<file path="src/shared/cnr_cfg.svh">
// Offsets, encodings, field positions and reset values for the core slice.
// Assumes it is included once per file by its bare name.
`ifndef CNR_CFG_SVH
`define CNR_CFG_SVH

`define CNR_OP_NOP        16'h0000
`define CNR_OP_RETURN     16'h0002
`define CNR_OP_IRET       16'h0005
`define CNR_OP_NEG_HI     7'h16
`define CNR_OP_LITRET_HI  8'hb6
`define CNR_OP_MUL_HI     8'h34

`define CNR_ST_C          0
`define CNR_ST_DC         1
`define CNR_ST_Z          2
`define CNR_ST_RANGE      3
`define CNR_ST_GID        4
`define CNR_ST_MASK       8'h1f
`define CNR_ST_RST        8'h10

`define CNR_A_ACC         9'h000
`define CNR_A_STAT        9'h001
`define CNR_A_HILATCH     9'h002
`define CNR_A_PROD_LO     9'h003
`define CNR_A_PROD_HI     9'h004
`define CNR_A_PCL         9'h005
`define CNR_A_PCH         9'h006
`define CNR_A_SP          9'h007
`define CNR_A_PUSH        9'h008
`define CNR_A_PUSHHI      9'h009
`define CNR_A_CTRL        9'h00a

`endif

</file>
<file path="src/shared/cnr_pkg.sv">
// Types shared by the core slice and its register port.
// Assumes the configuration header supplies all numeric constants.
package cnr_pkg;

    typedef struct packed {
        logic [8:0] addr;
        logic [7:0] wdata;
        logic       wr;
        logic       rd;
    } cnr_bus_req_t;

    typedef enum logic [2:0] {
        OP_NOP, OP_NEG, OP_IRET, OP_LITRET, OP_RETURN, OP_MUL, OP_OTHER
    } cnr_op_t;

    typedef enum logic [1:0] {Q1, Q2, Q3, Q4} cnr_phase_t;

endpackage : cnr_pkg

</file>
<file path="src/logic/cnr_ram.sv">
// Two-port memory with registered read data on both ports.
// Assumes both ports share clk; port A wins a same-address write collision.
`timescale 1ns/1ns
module cnr_ram #(
    parameter int AW = 8,
    parameter int DW = 8
) (
    input  wire logic          clk,
    input  wire logic [AW-1:0] aAddr,
    input  wire logic [DW-1:0] aWdata,
    input  wire logic          aWe,
    output logic      [DW-1:0] aRdata_r,
    input  wire logic [AW-1:0] bAddr,
    input  wire logic [DW-1:0] bWdata,
    input  wire logic          bWe,
    output logic      [DW-1:0] bRdata_r
);
    logic [DW-1:0] mem [0:(1<<AW)-1];

    always_ff @(posedge clk)
    begin
        aRdata_r <= mem[aAddr];
        bRdata_r <= mem[bAddr];
        if (bWe)
        begin
            mem[bAddr] <= bWdata;
        end
        if (aWe)
        begin
            mem[aAddr] <= aWdata;
        end
    end
endmodule : cnr_ram

</file>
<file path="src/logic/cnr_core.sv">
// Core slice: negate, no-op and the three returns, plus multiply.
// Assumes progWord follows progAddr combinationally, valid in quarter one.
// What this block does
// - Negate accumulator by invert plus one
// - Select zero writes accumulator and file
// - Select one writes file only
// - Negate updates range, carry, digit, zero
// - Negate is one word, one cycle
// - Interrupt return pops stack into PC
// - Interrupt return clears interrupt disable only
// - Interrupt disable sits at status bit four
// - Interrupt return: clear Q3, pop Q4
// - Literal return loads literal, flags kept
// - Literal return pops in Q4, two cycles
// - Returns never touch the PC high latch
// - Subroutine return keeps every status flag
// - Subroutine return pops in Q4, two cycles
//
// The placing of the registers and the plain strobed port were chosen for this implementation.
`timescale 1ns/1ns
`include "cnr_cfg.svh"
module cnr_core (
    input  wire logic                  clk,
    input  wire logic                  rstn,
    input  wire cnr_pkg::cnr_bus_req_t busReq,
    output logic [7:0]                 busRdata,
    output logic [15:0]                progAddr,
    input  wire logic [15:0]           progWord
);
    cnr_pkg::cnr_phase_t q_r, q_nxt;
    cnr_pkg::cnr_op_t    op;
    logic        cyc2_r, cyc2_nxt, run_r, run_nxt, rdFile_r, rdFile_nxt;
    logic [15:0] instr_r, instr_nxt, pc_r, pc_nxt, res_r, res_nxt;
    logic [7:0]  acc_r, acc_nxt, stat_r, stat_nxt, hiLatch_r, hiLatch_nxt;
    logic [7:0]  prodLo_r, prodLo_nxt, prodHi_r, prodHi_nxt;
    logic [7:0]  pushHi_r, pushHi_nxt, rdReg_r, rdReg_nxt;
    logic [3:0]  sp_r, sp_nxt;
    logic [7:0]  fileData, busFileData;
    logic [15:0] stackTop;
    logic        fileWe, pushWe;

    function automatic cnr_pkg::cnr_op_t decode(input logic [15:0] w);
        if (w == `CNR_OP_NOP)
            decode = cnr_pkg::OP_NOP;
        else if (w == `CNR_OP_IRET)
            decode = cnr_pkg::OP_IRET;
        else if (w == `CNR_OP_RETURN)
            decode = cnr_pkg::OP_RETURN;
        else if (w[15:9] == `CNR_OP_NEG_HI)
            decode = cnr_pkg::OP_NEG;
        else if (w[15:8] == `CNR_OP_LITRET_HI)
            decode = cnr_pkg::OP_LITRET;
        else if (w[15:8] == `CNR_OP_MUL_HI)
            decode = cnr_pkg::OP_MUL;
        else
            decode = cnr_pkg::OP_OTHER;
    endfunction : decode

    function automatic logic [7:0] negate(input logic [7:0] a);
        negate = ~a + 8'h01;
    endfunction : negate

    assign op       = decode(instr_r);
    assign progAddr = pc_r;
    assign busRdata = rdFile_r ? busFileData : rdReg_r;
    // The core writes the file only in quarter four of a single-cycle negate; software writes go through port B.
    assign fileWe   = run_r && q_r == cnr_pkg::Q4 && !cyc2_r
                      && op == cnr_pkg::OP_NEG;
    assign pushWe   = busReq.wr && busReq.addr == `CNR_A_PUSH;

    cnr_ram #(.AW(8), .DW(8)) fileRam (
        .clk      (clk),
        .aAddr    (instr_r[7:0]),
        .aWdata   (res_r[7:0]),
        .aWe      (fileWe),
        .aRdata_r (fileData),
        .bAddr    (busReq.addr[7:0]),
        .bWdata   (busReq.wdata),
        .bWe      (busReq.wr && busReq.addr[8]),
        .bRdata_r (busFileData)
    );

    // The stack read port always shows the entry below the pointer, so
    // the top is ready long before quarter four needs it.
    cnr_ram #(.AW(4), .DW(16)) stackRam (
        .clk      (clk),
        .aAddr    (sp_r - 4'h1),
        .aWdata   (16'h0000),
        .aWe      (1'b0),
        .aRdata_r (stackTop),
        .bAddr    (sp_r),
        .bWdata   ({pushHi_r, busReq.wdata}),
        .bWe      (pushWe),
        .bRdata_r ()
    );

    always_comb
    begin
        q_nxt      = q_r;
        cyc2_nxt   = cyc2_r;
        run_nxt    = run_r;
        instr_nxt  = instr_r;
        pc_nxt     = pc_r;
        res_nxt    = res_r;
        acc_nxt    = acc_r;
        stat_nxt   = stat_r;
        hiLatch_nxt = hiLatch_r;
        prodLo_nxt  = prodLo_r;
        prodHi_nxt  = prodHi_r;
        pushHi_nxt = pushHi_r;
        sp_nxt     = sp_r;
        rdReg_nxt  = 8'h00;
        rdFile_nxt = busReq.rd && busReq.addr[8];
        // Software writes come first so that the core's own updates in
        // the same cycle take precedence over them.
        if (busReq.wr && !busReq.addr[8])
        begin
            case (busReq.addr)
                `CNR_A_ACC:    acc_nxt    = busReq.wdata;
                `CNR_A_STAT:   stat_nxt   = busReq.wdata & `CNR_ST_MASK;
                `CNR_A_HILATCH: hiLatch_nxt = busReq.wdata;
                `CNR_A_PROD_LO: prodLo_nxt  = busReq.wdata;
                `CNR_A_PROD_HI: prodHi_nxt  = busReq.wdata;
                `CNR_A_PCL:    pc_nxt[7:0]  = busReq.wdata;
                `CNR_A_PCH:    pc_nxt[15:8] = busReq.wdata;
                `CNR_A_PUSH:   sp_nxt     = sp_r + 4'h1;
                `CNR_A_PUSHHI: pushHi_nxt = busReq.wdata;
                `CNR_A_CTRL:   run_nxt    = busReq.wdata[0];
                default:       ;
            endcase
        end
        if (busReq.rd && !busReq.addr[8])
        begin
            case (busReq.addr)
                `CNR_A_ACC:    rdReg_nxt = acc_r;
                `CNR_A_STAT:   rdReg_nxt = stat_r;
                `CNR_A_HILATCH: rdReg_nxt = hiLatch_r;
                `CNR_A_PROD_LO: rdReg_nxt = prodLo_r;
                `CNR_A_PROD_HI: rdReg_nxt = prodHi_r;
                `CNR_A_PCL:    rdReg_nxt = pc_r[7:0];
                `CNR_A_PCH:    rdReg_nxt = pc_r[15:8];
                `CNR_A_SP:     rdReg_nxt = {4'h0, sp_r};
                `CNR_A_PUSHHI: rdReg_nxt = pushHi_r;
                `CNR_A_CTRL:   rdReg_nxt = {7'h00, run_r};
                default:       rdReg_nxt = 8'h00;
            endcase
        end
        if (run_r)
        begin
            unique case (q_r)
                cnr_pkg::Q1:
                begin
                    // Decode: the second cycle of a return fetches nothing.
                    if (!cyc2_r)
                        instr_nxt = progWord;
                    q_nxt = cnr_pkg::Q2;
                end
                cnr_pkg::Q2:
                begin
                    // Read: the file address drives the memory this quarter.
                    q_nxt = cnr_pkg::Q3;
                end
                cnr_pkg::Q3:
                begin
                    q_nxt = cnr_pkg::Q4;
                    if (!cyc2_r)
                    begin
                        if (op == cnr_pkg::OP_NEG)
                            res_nxt = {8'h00, negate(acc_r)};
                        if (op == cnr_pkg::OP_MUL)
                            res_nxt = {8'h00, acc_r} * {8'h00, fileData};
                        if (op == cnr_pkg::OP_IRET)
                            stat_nxt[`CNR_ST_GID] = 1'b0;
                    end
                end
                cnr_pkg::Q4:
                begin
                    q_nxt = cnr_pkg::Q1;
                    if (cyc2_r)
                        cyc2_nxt = 1'b0;
                    else
                    begin
                        unique case (op)
                            cnr_pkg::OP_NEG:
                            begin
                                if (!instr_r[8])
                                    acc_nxt = res_r[7:0];
                                stat_nxt[`CNR_ST_C]  = acc_r == 8'h00;
                                stat_nxt[`CNR_ST_DC] = acc_r[3:0] == 4'h0;
                                stat_nxt[`CNR_ST_Z]  = res_r[7:0] == 8'h00;
                                stat_nxt[`CNR_ST_RANGE] = acc_r == 8'h80;
                                pc_nxt = pc_r + 16'h0001;
                            end
                            cnr_pkg::OP_IRET, cnr_pkg::OP_RETURN,
                            cnr_pkg::OP_LITRET:
                            begin
                                // The high latch and the flags stay as
                                // they are on purpose.
                                pc_nxt   = stackTop;
                                sp_nxt   = sp_r - 4'h1;
                                cyc2_nxt = 1'b1;
                                if (op == cnr_pkg::OP_LITRET)
                                    acc_nxt = instr_r[7:0];
                            end
                            cnr_pkg::OP_MUL:
                            begin
                                prodHi_nxt = res_r[15:8];
                                prodLo_nxt = res_r[7:0];
                                pc_nxt    = pc_r + 16'h0001;
                            end
                            cnr_pkg::OP_NOP, cnr_pkg::OP_OTHER:
                                pc_nxt = pc_r + 16'h0001;
                        endcase
                    end
                end
            endcase
        end
    end

    always_ff @(posedge clk)
    begin
        if (!rstn)
        begin
            q_r      <= cnr_pkg::Q1;
            cyc2_r   <= 1'b0;
            run_r    <= 1'b0;
            rdFile_r <= 1'b0;
            instr_r  <= 16'h0000;
            pc_r     <= 16'h0000;
            res_r    <= 16'h0000;
            acc_r    <= 8'h00;
            stat_r   <= `CNR_ST_RST;
            hiLatch_r <= 8'h00;
            prodLo_r  <= 8'h00;
            prodHi_r  <= 8'h00;
            pushHi_r <= 8'h00;
            rdReg_r  <= 8'h00;
            sp_r     <= 4'h0;
        end
        else
        begin
            q_r      <= q_nxt;
            cyc2_r   <= cyc2_nxt;
            run_r    <= run_nxt;
            rdFile_r <= rdFile_nxt;
            instr_r  <= instr_nxt;
            pc_r     <= pc_nxt;
            res_r    <= res_nxt;
            acc_r    <= acc_nxt;
            stat_r   <= stat_nxt;
            hiLatch_r <= hiLatch_nxt;
            prodLo_r  <= prodLo_nxt;
            prodHi_r  <= prodHi_nxt;
            pushHi_r <= pushHi_nxt;
            rdReg_r  <= rdReg_nxt;
            sp_r     <= sp_nxt;
        end
    end

    // Execution point of the first cycle, with no software write on the bus.
    logic exec4;
    assign exec4 = run_r && q_r == cnr_pkg::Q4 && !cyc2_r && !busReq.wr;
endmodule : cnr_core

</file>
<file path="config.mk">
export PLATFORM = sky130hd
export DESIGN_NAME = cnr_core
export DESIGN_NICKNAME = d
export VERILOG_FILES = /design/src/shared/cnr_pkg.sv /design/src/logic/cnr_ram.sv /design/src/logic/cnr_core.sv
export VERILOG_INCLUDE_DIRS = /design/src /design/src/shared
export SDC_FILE = /design/constraint.sdc
export NUM_CORES = 2
export LEC_CHECK = 0
export BUFFER_PORTS_ARGS = -buffer_cell sky130_fd_sc_hd__buf_2
export CELL_PAD_IN_SITES_DETAIL_PLACEMENT = 0
export CELL_PAD_IN_SITES_GLOBAL_PLACEMENT = 1
export CORE_MARGIN = 5
export CORE_UTILIZATION = 55
export CTS_CLUSTER_DIAMETER = 60
export DETAILED_ROUTE_END_ITERATION = 12
export PLACE_DENSITY = 0.78
export SLEW_MARGIN = 20
export SYNTH_ARGS = -nofsm -noshare
export SYNTH_HDL_FRONTEND = slang
export SYNTH_SLANG_ARGS = --single-unit
</file>
<file path="constraint.sdc">
create_clock -name clk -period 4.7 [get_ports clk]
set_input_delay 0.705 -clock clk [delete_from_list [all_inputs] [get_ports clk]]
set_output_delay 0.705 -clock clk [all_outputs]
set_load 0.01 [all_outputs]
</file>
==> flow_summary.ini <==
[status]
status = complete, no violations

[cts]
cts_tree = yes
htreeDepth = 5
root_buffer = clkbuf_16
clkTransAtPathRegs_ns = 0.06
clk_path_buf_depth = 4
cts_num_sinks = 2446
post_cts_buffers = 0
numCtsBuffers = 298
cts_resized = 0
clk_latency_ns = 1.01

[grt]
grt_pass1_vias = 93039
grt_busiest_layer = met2
grtUsageMet1_pct = 52.03
grt_start_max_net_pins = 142
antenna_found_initial = 84
gr-usage-all-layers_pct = 40.06
grt_overflow = 0
use_met2_pct = 57.55
grt_pass1_wl_mm = 744.4
grt.met3_usage_pct = 15.15

[logic_synthesis]
synthCells = 8796
synth_warnings = 0
synthesis.area_mm2 = 0.1403
synth_edf_count = 2304
ys_seq_area_share_pct = 51.32
ys_async_sr_fraction_pct = 0
synth.distinct_cells = 80
avgSynthCellArea_um2 = 15.96
synth_ff_type = edfxtp_1
synth-seq-cells = 2446
syn_nets = 8916

[finish]
drive_gt1_share_pct = 50.86
stdcell_count = 12599
final_area_mm2 = 0.1572
finalNetCount = 9072
syn_to_final_growth_pct = 12.04
fillCellCount = 18774
mostFrequentLayoutCell = edfxtp_1
mostFrequentLayoutCells = edfxtp_1, mux2_2, mux4_2
utilization_pct = 61.86

[floorplanning]
rows = 185
io_pins = 61
die_area_mm2 = 0.2654
die_x_um = 515.1
initial_core_util_pct = 55.22
core_mm2 = 0.2542
die_y_um = 515.1

[timing]
setup_violations = 0
layout_setup_ws_ns = 0.1174
worst_clock_skew_ns = 0.08090
hold_violations = 0
timing.final.crit_share_pct = 97.50
tns_ns = 0
worstMarginPinSlew_ns = 1.301
rsz0062_at_grt = false
relSlewSlack_pct = 13.25
fmax_mhz = 218.2
slew_viol_final = 0
finalCriticalPeriod_ns = 4.583

[drt]
first_pass_iters = 8
route.detailed.drc = 0
ant_nets = 0
drt-initial-drc-count = 16775
wirelength_mm = 537.0
post_drt_wl_per_cell_um = 42.62
vias_per_cell = 7.640
via_count = 96255

[placed_design]
numPlacedInstances = 12014
dpl.hpwl_mm = 361.3
place_ws_ns = 0.3380
gp_congestion = 1.072
port_buffers = 60
dpl_cell_area_mm2 = 0.1481

[setup_path]
critPathArrivalTime_ns = 5.25
cp_max_fo = 25
critical_path_class = flip-flop to flip-flop
end_kind = flip-flop
cp.required_ns = 5.37
cp-start-kind = flip-flop

[power_and_ir_drop]
leakagePower_uw = 0.05082
comb_power_share_pct = 6.6
power_density_mw_per_mm2 = 311.8
p_sw_share_pct = 22.80
power_frac_seq_pct = 48.7
p_int_uw = 37850
netSwitchingPower_uw = 11180
clkPwrFrac_pct = 44.7
vdd_drop_max_mv = 0.4199

[flow_run]
cap_violations = 0

[hold_path]
hold_path_class = input pin to flip-flop
## sequential cells by signal, summed over array words and instances (netlist names), 16 cells and up
name	flops
instr_r	16
progAddr	16
stackRam.mem	256
res_r	16
fileRam.mem	2048
stackRam.aRdata_r	16
## path summary, 6_finish.rpt
path | from | end | slack, ns | depth (start not counted)
max | instr_r[0] | fileRam.mem[98][4] | 0.12 | 8
min | progWord[13] | instr_r[13] | 0.007 | 3
max reg2reg | instr_r[0] | fileRam.mem[98][4] | 0.12 | 8
min reg2reg | hiLatch_r[0] | hiLatch_r[0] | 0.46 | 2
## worst max-delay path, cell delays in order, from the launching register on
cell and delay, ns:
dfxtp_4 0.60, buf_12 0.33, nor4b_4 0.63, buf_12 0.25
and3_1 0.94, buf_4 0.34, nand2_1 0.34, o21ai_0 0.52
buf_4 0.27
## per-stage QoR
step	hold slack [ns]	total power, µW
6_report	0.007032	49030
4_1_cts	0.0008192	48940
3_5_place_dp	0.4604	27420
2_1_floorplan	0.4321	26210
5_1_grt	0.004605	50020
3_3_place_gp	0.4505	27360
## synthesized netlist by cell type (48+ instances only)
cell type	count	area share (%)
edfxtp_1	2304	49
mux2_2	2074	17
mux4_2	1239	20
clkbuf_1	710	1.9
nand2_1	427	1.1
o21ai_0	221	0.79
dfxtp_1	142	2.0
buf_2	140	0.50
nand3_1	128	0.46
nor2_1	125	0.33
mux2i_1	108	0.77
a22oi_1	105	0.56
o22ai_1	95	0.42
a21oi_1	77	0.27
and2_1	63	0.28
buf_1	59	0.16
inv_1	58	0.16
nor2_2	55	0.25
nor3_1	52	0.19
buf_4	48	0.26
## logic make-up (layout without fill, tap and decap cells)
group           Yosys count  in the layout  synth area share (%)
mux                    3421           3421                 37.30
flops                  2446           2446                 51.32
buf+inv                1033           1395                 3.107
simple gates           1013           1013                 3.469
compound gates          771            771                 3.691
fa+ha+maj                83             83                0.9326
xor+xnor                 29             29                0.1810
other cells               0             75                     0
## power groups by stage
stage          logic, µW  registers, µW  clock network [µW]
6_report            3240          23900               21900
5_1_grt             3280          23900               22900
4_1_cts             3110          23900               22000
3_5_place_dp        3090          24300                   0
3_3_place_gp        3030          24300                   0
2_1_floorplan       1930          24300                   0
## area by class of cell
cell class | count | area (µm²) | area share (%)
Tap cell | 3366 | 4212 | 2.679
Clock inverter | 131 | 1055 | 0.6708
Timing Repair Buffer | 830 | 7411 | 4.713
Inverter | 59 | 221.5 | 0.1409
Clock buffer | 375 | 7881 | 5.013
Multi-Input combinational cell | 5317 | 64190 | 40.82
Antenna cell | 75 | 187.7 | 0.1194
Sequential cell | 2446 | 72080 | 45.84
## layer usage
metal | vias up | wire (µm)
li1 | 36390 | -
met1 | 49967 | 185800
met2 | 8073 | 232800
met3 | 1769 | 78640
met4 | 56 | 39190
met5 | - | 481
## what timing repair did
item,in CTS,in global routing
hold buffers,4,0
setup endpoints to repair,0,0
hold endpoints to repair,4,0
Power figures use the tool's default switching activity.
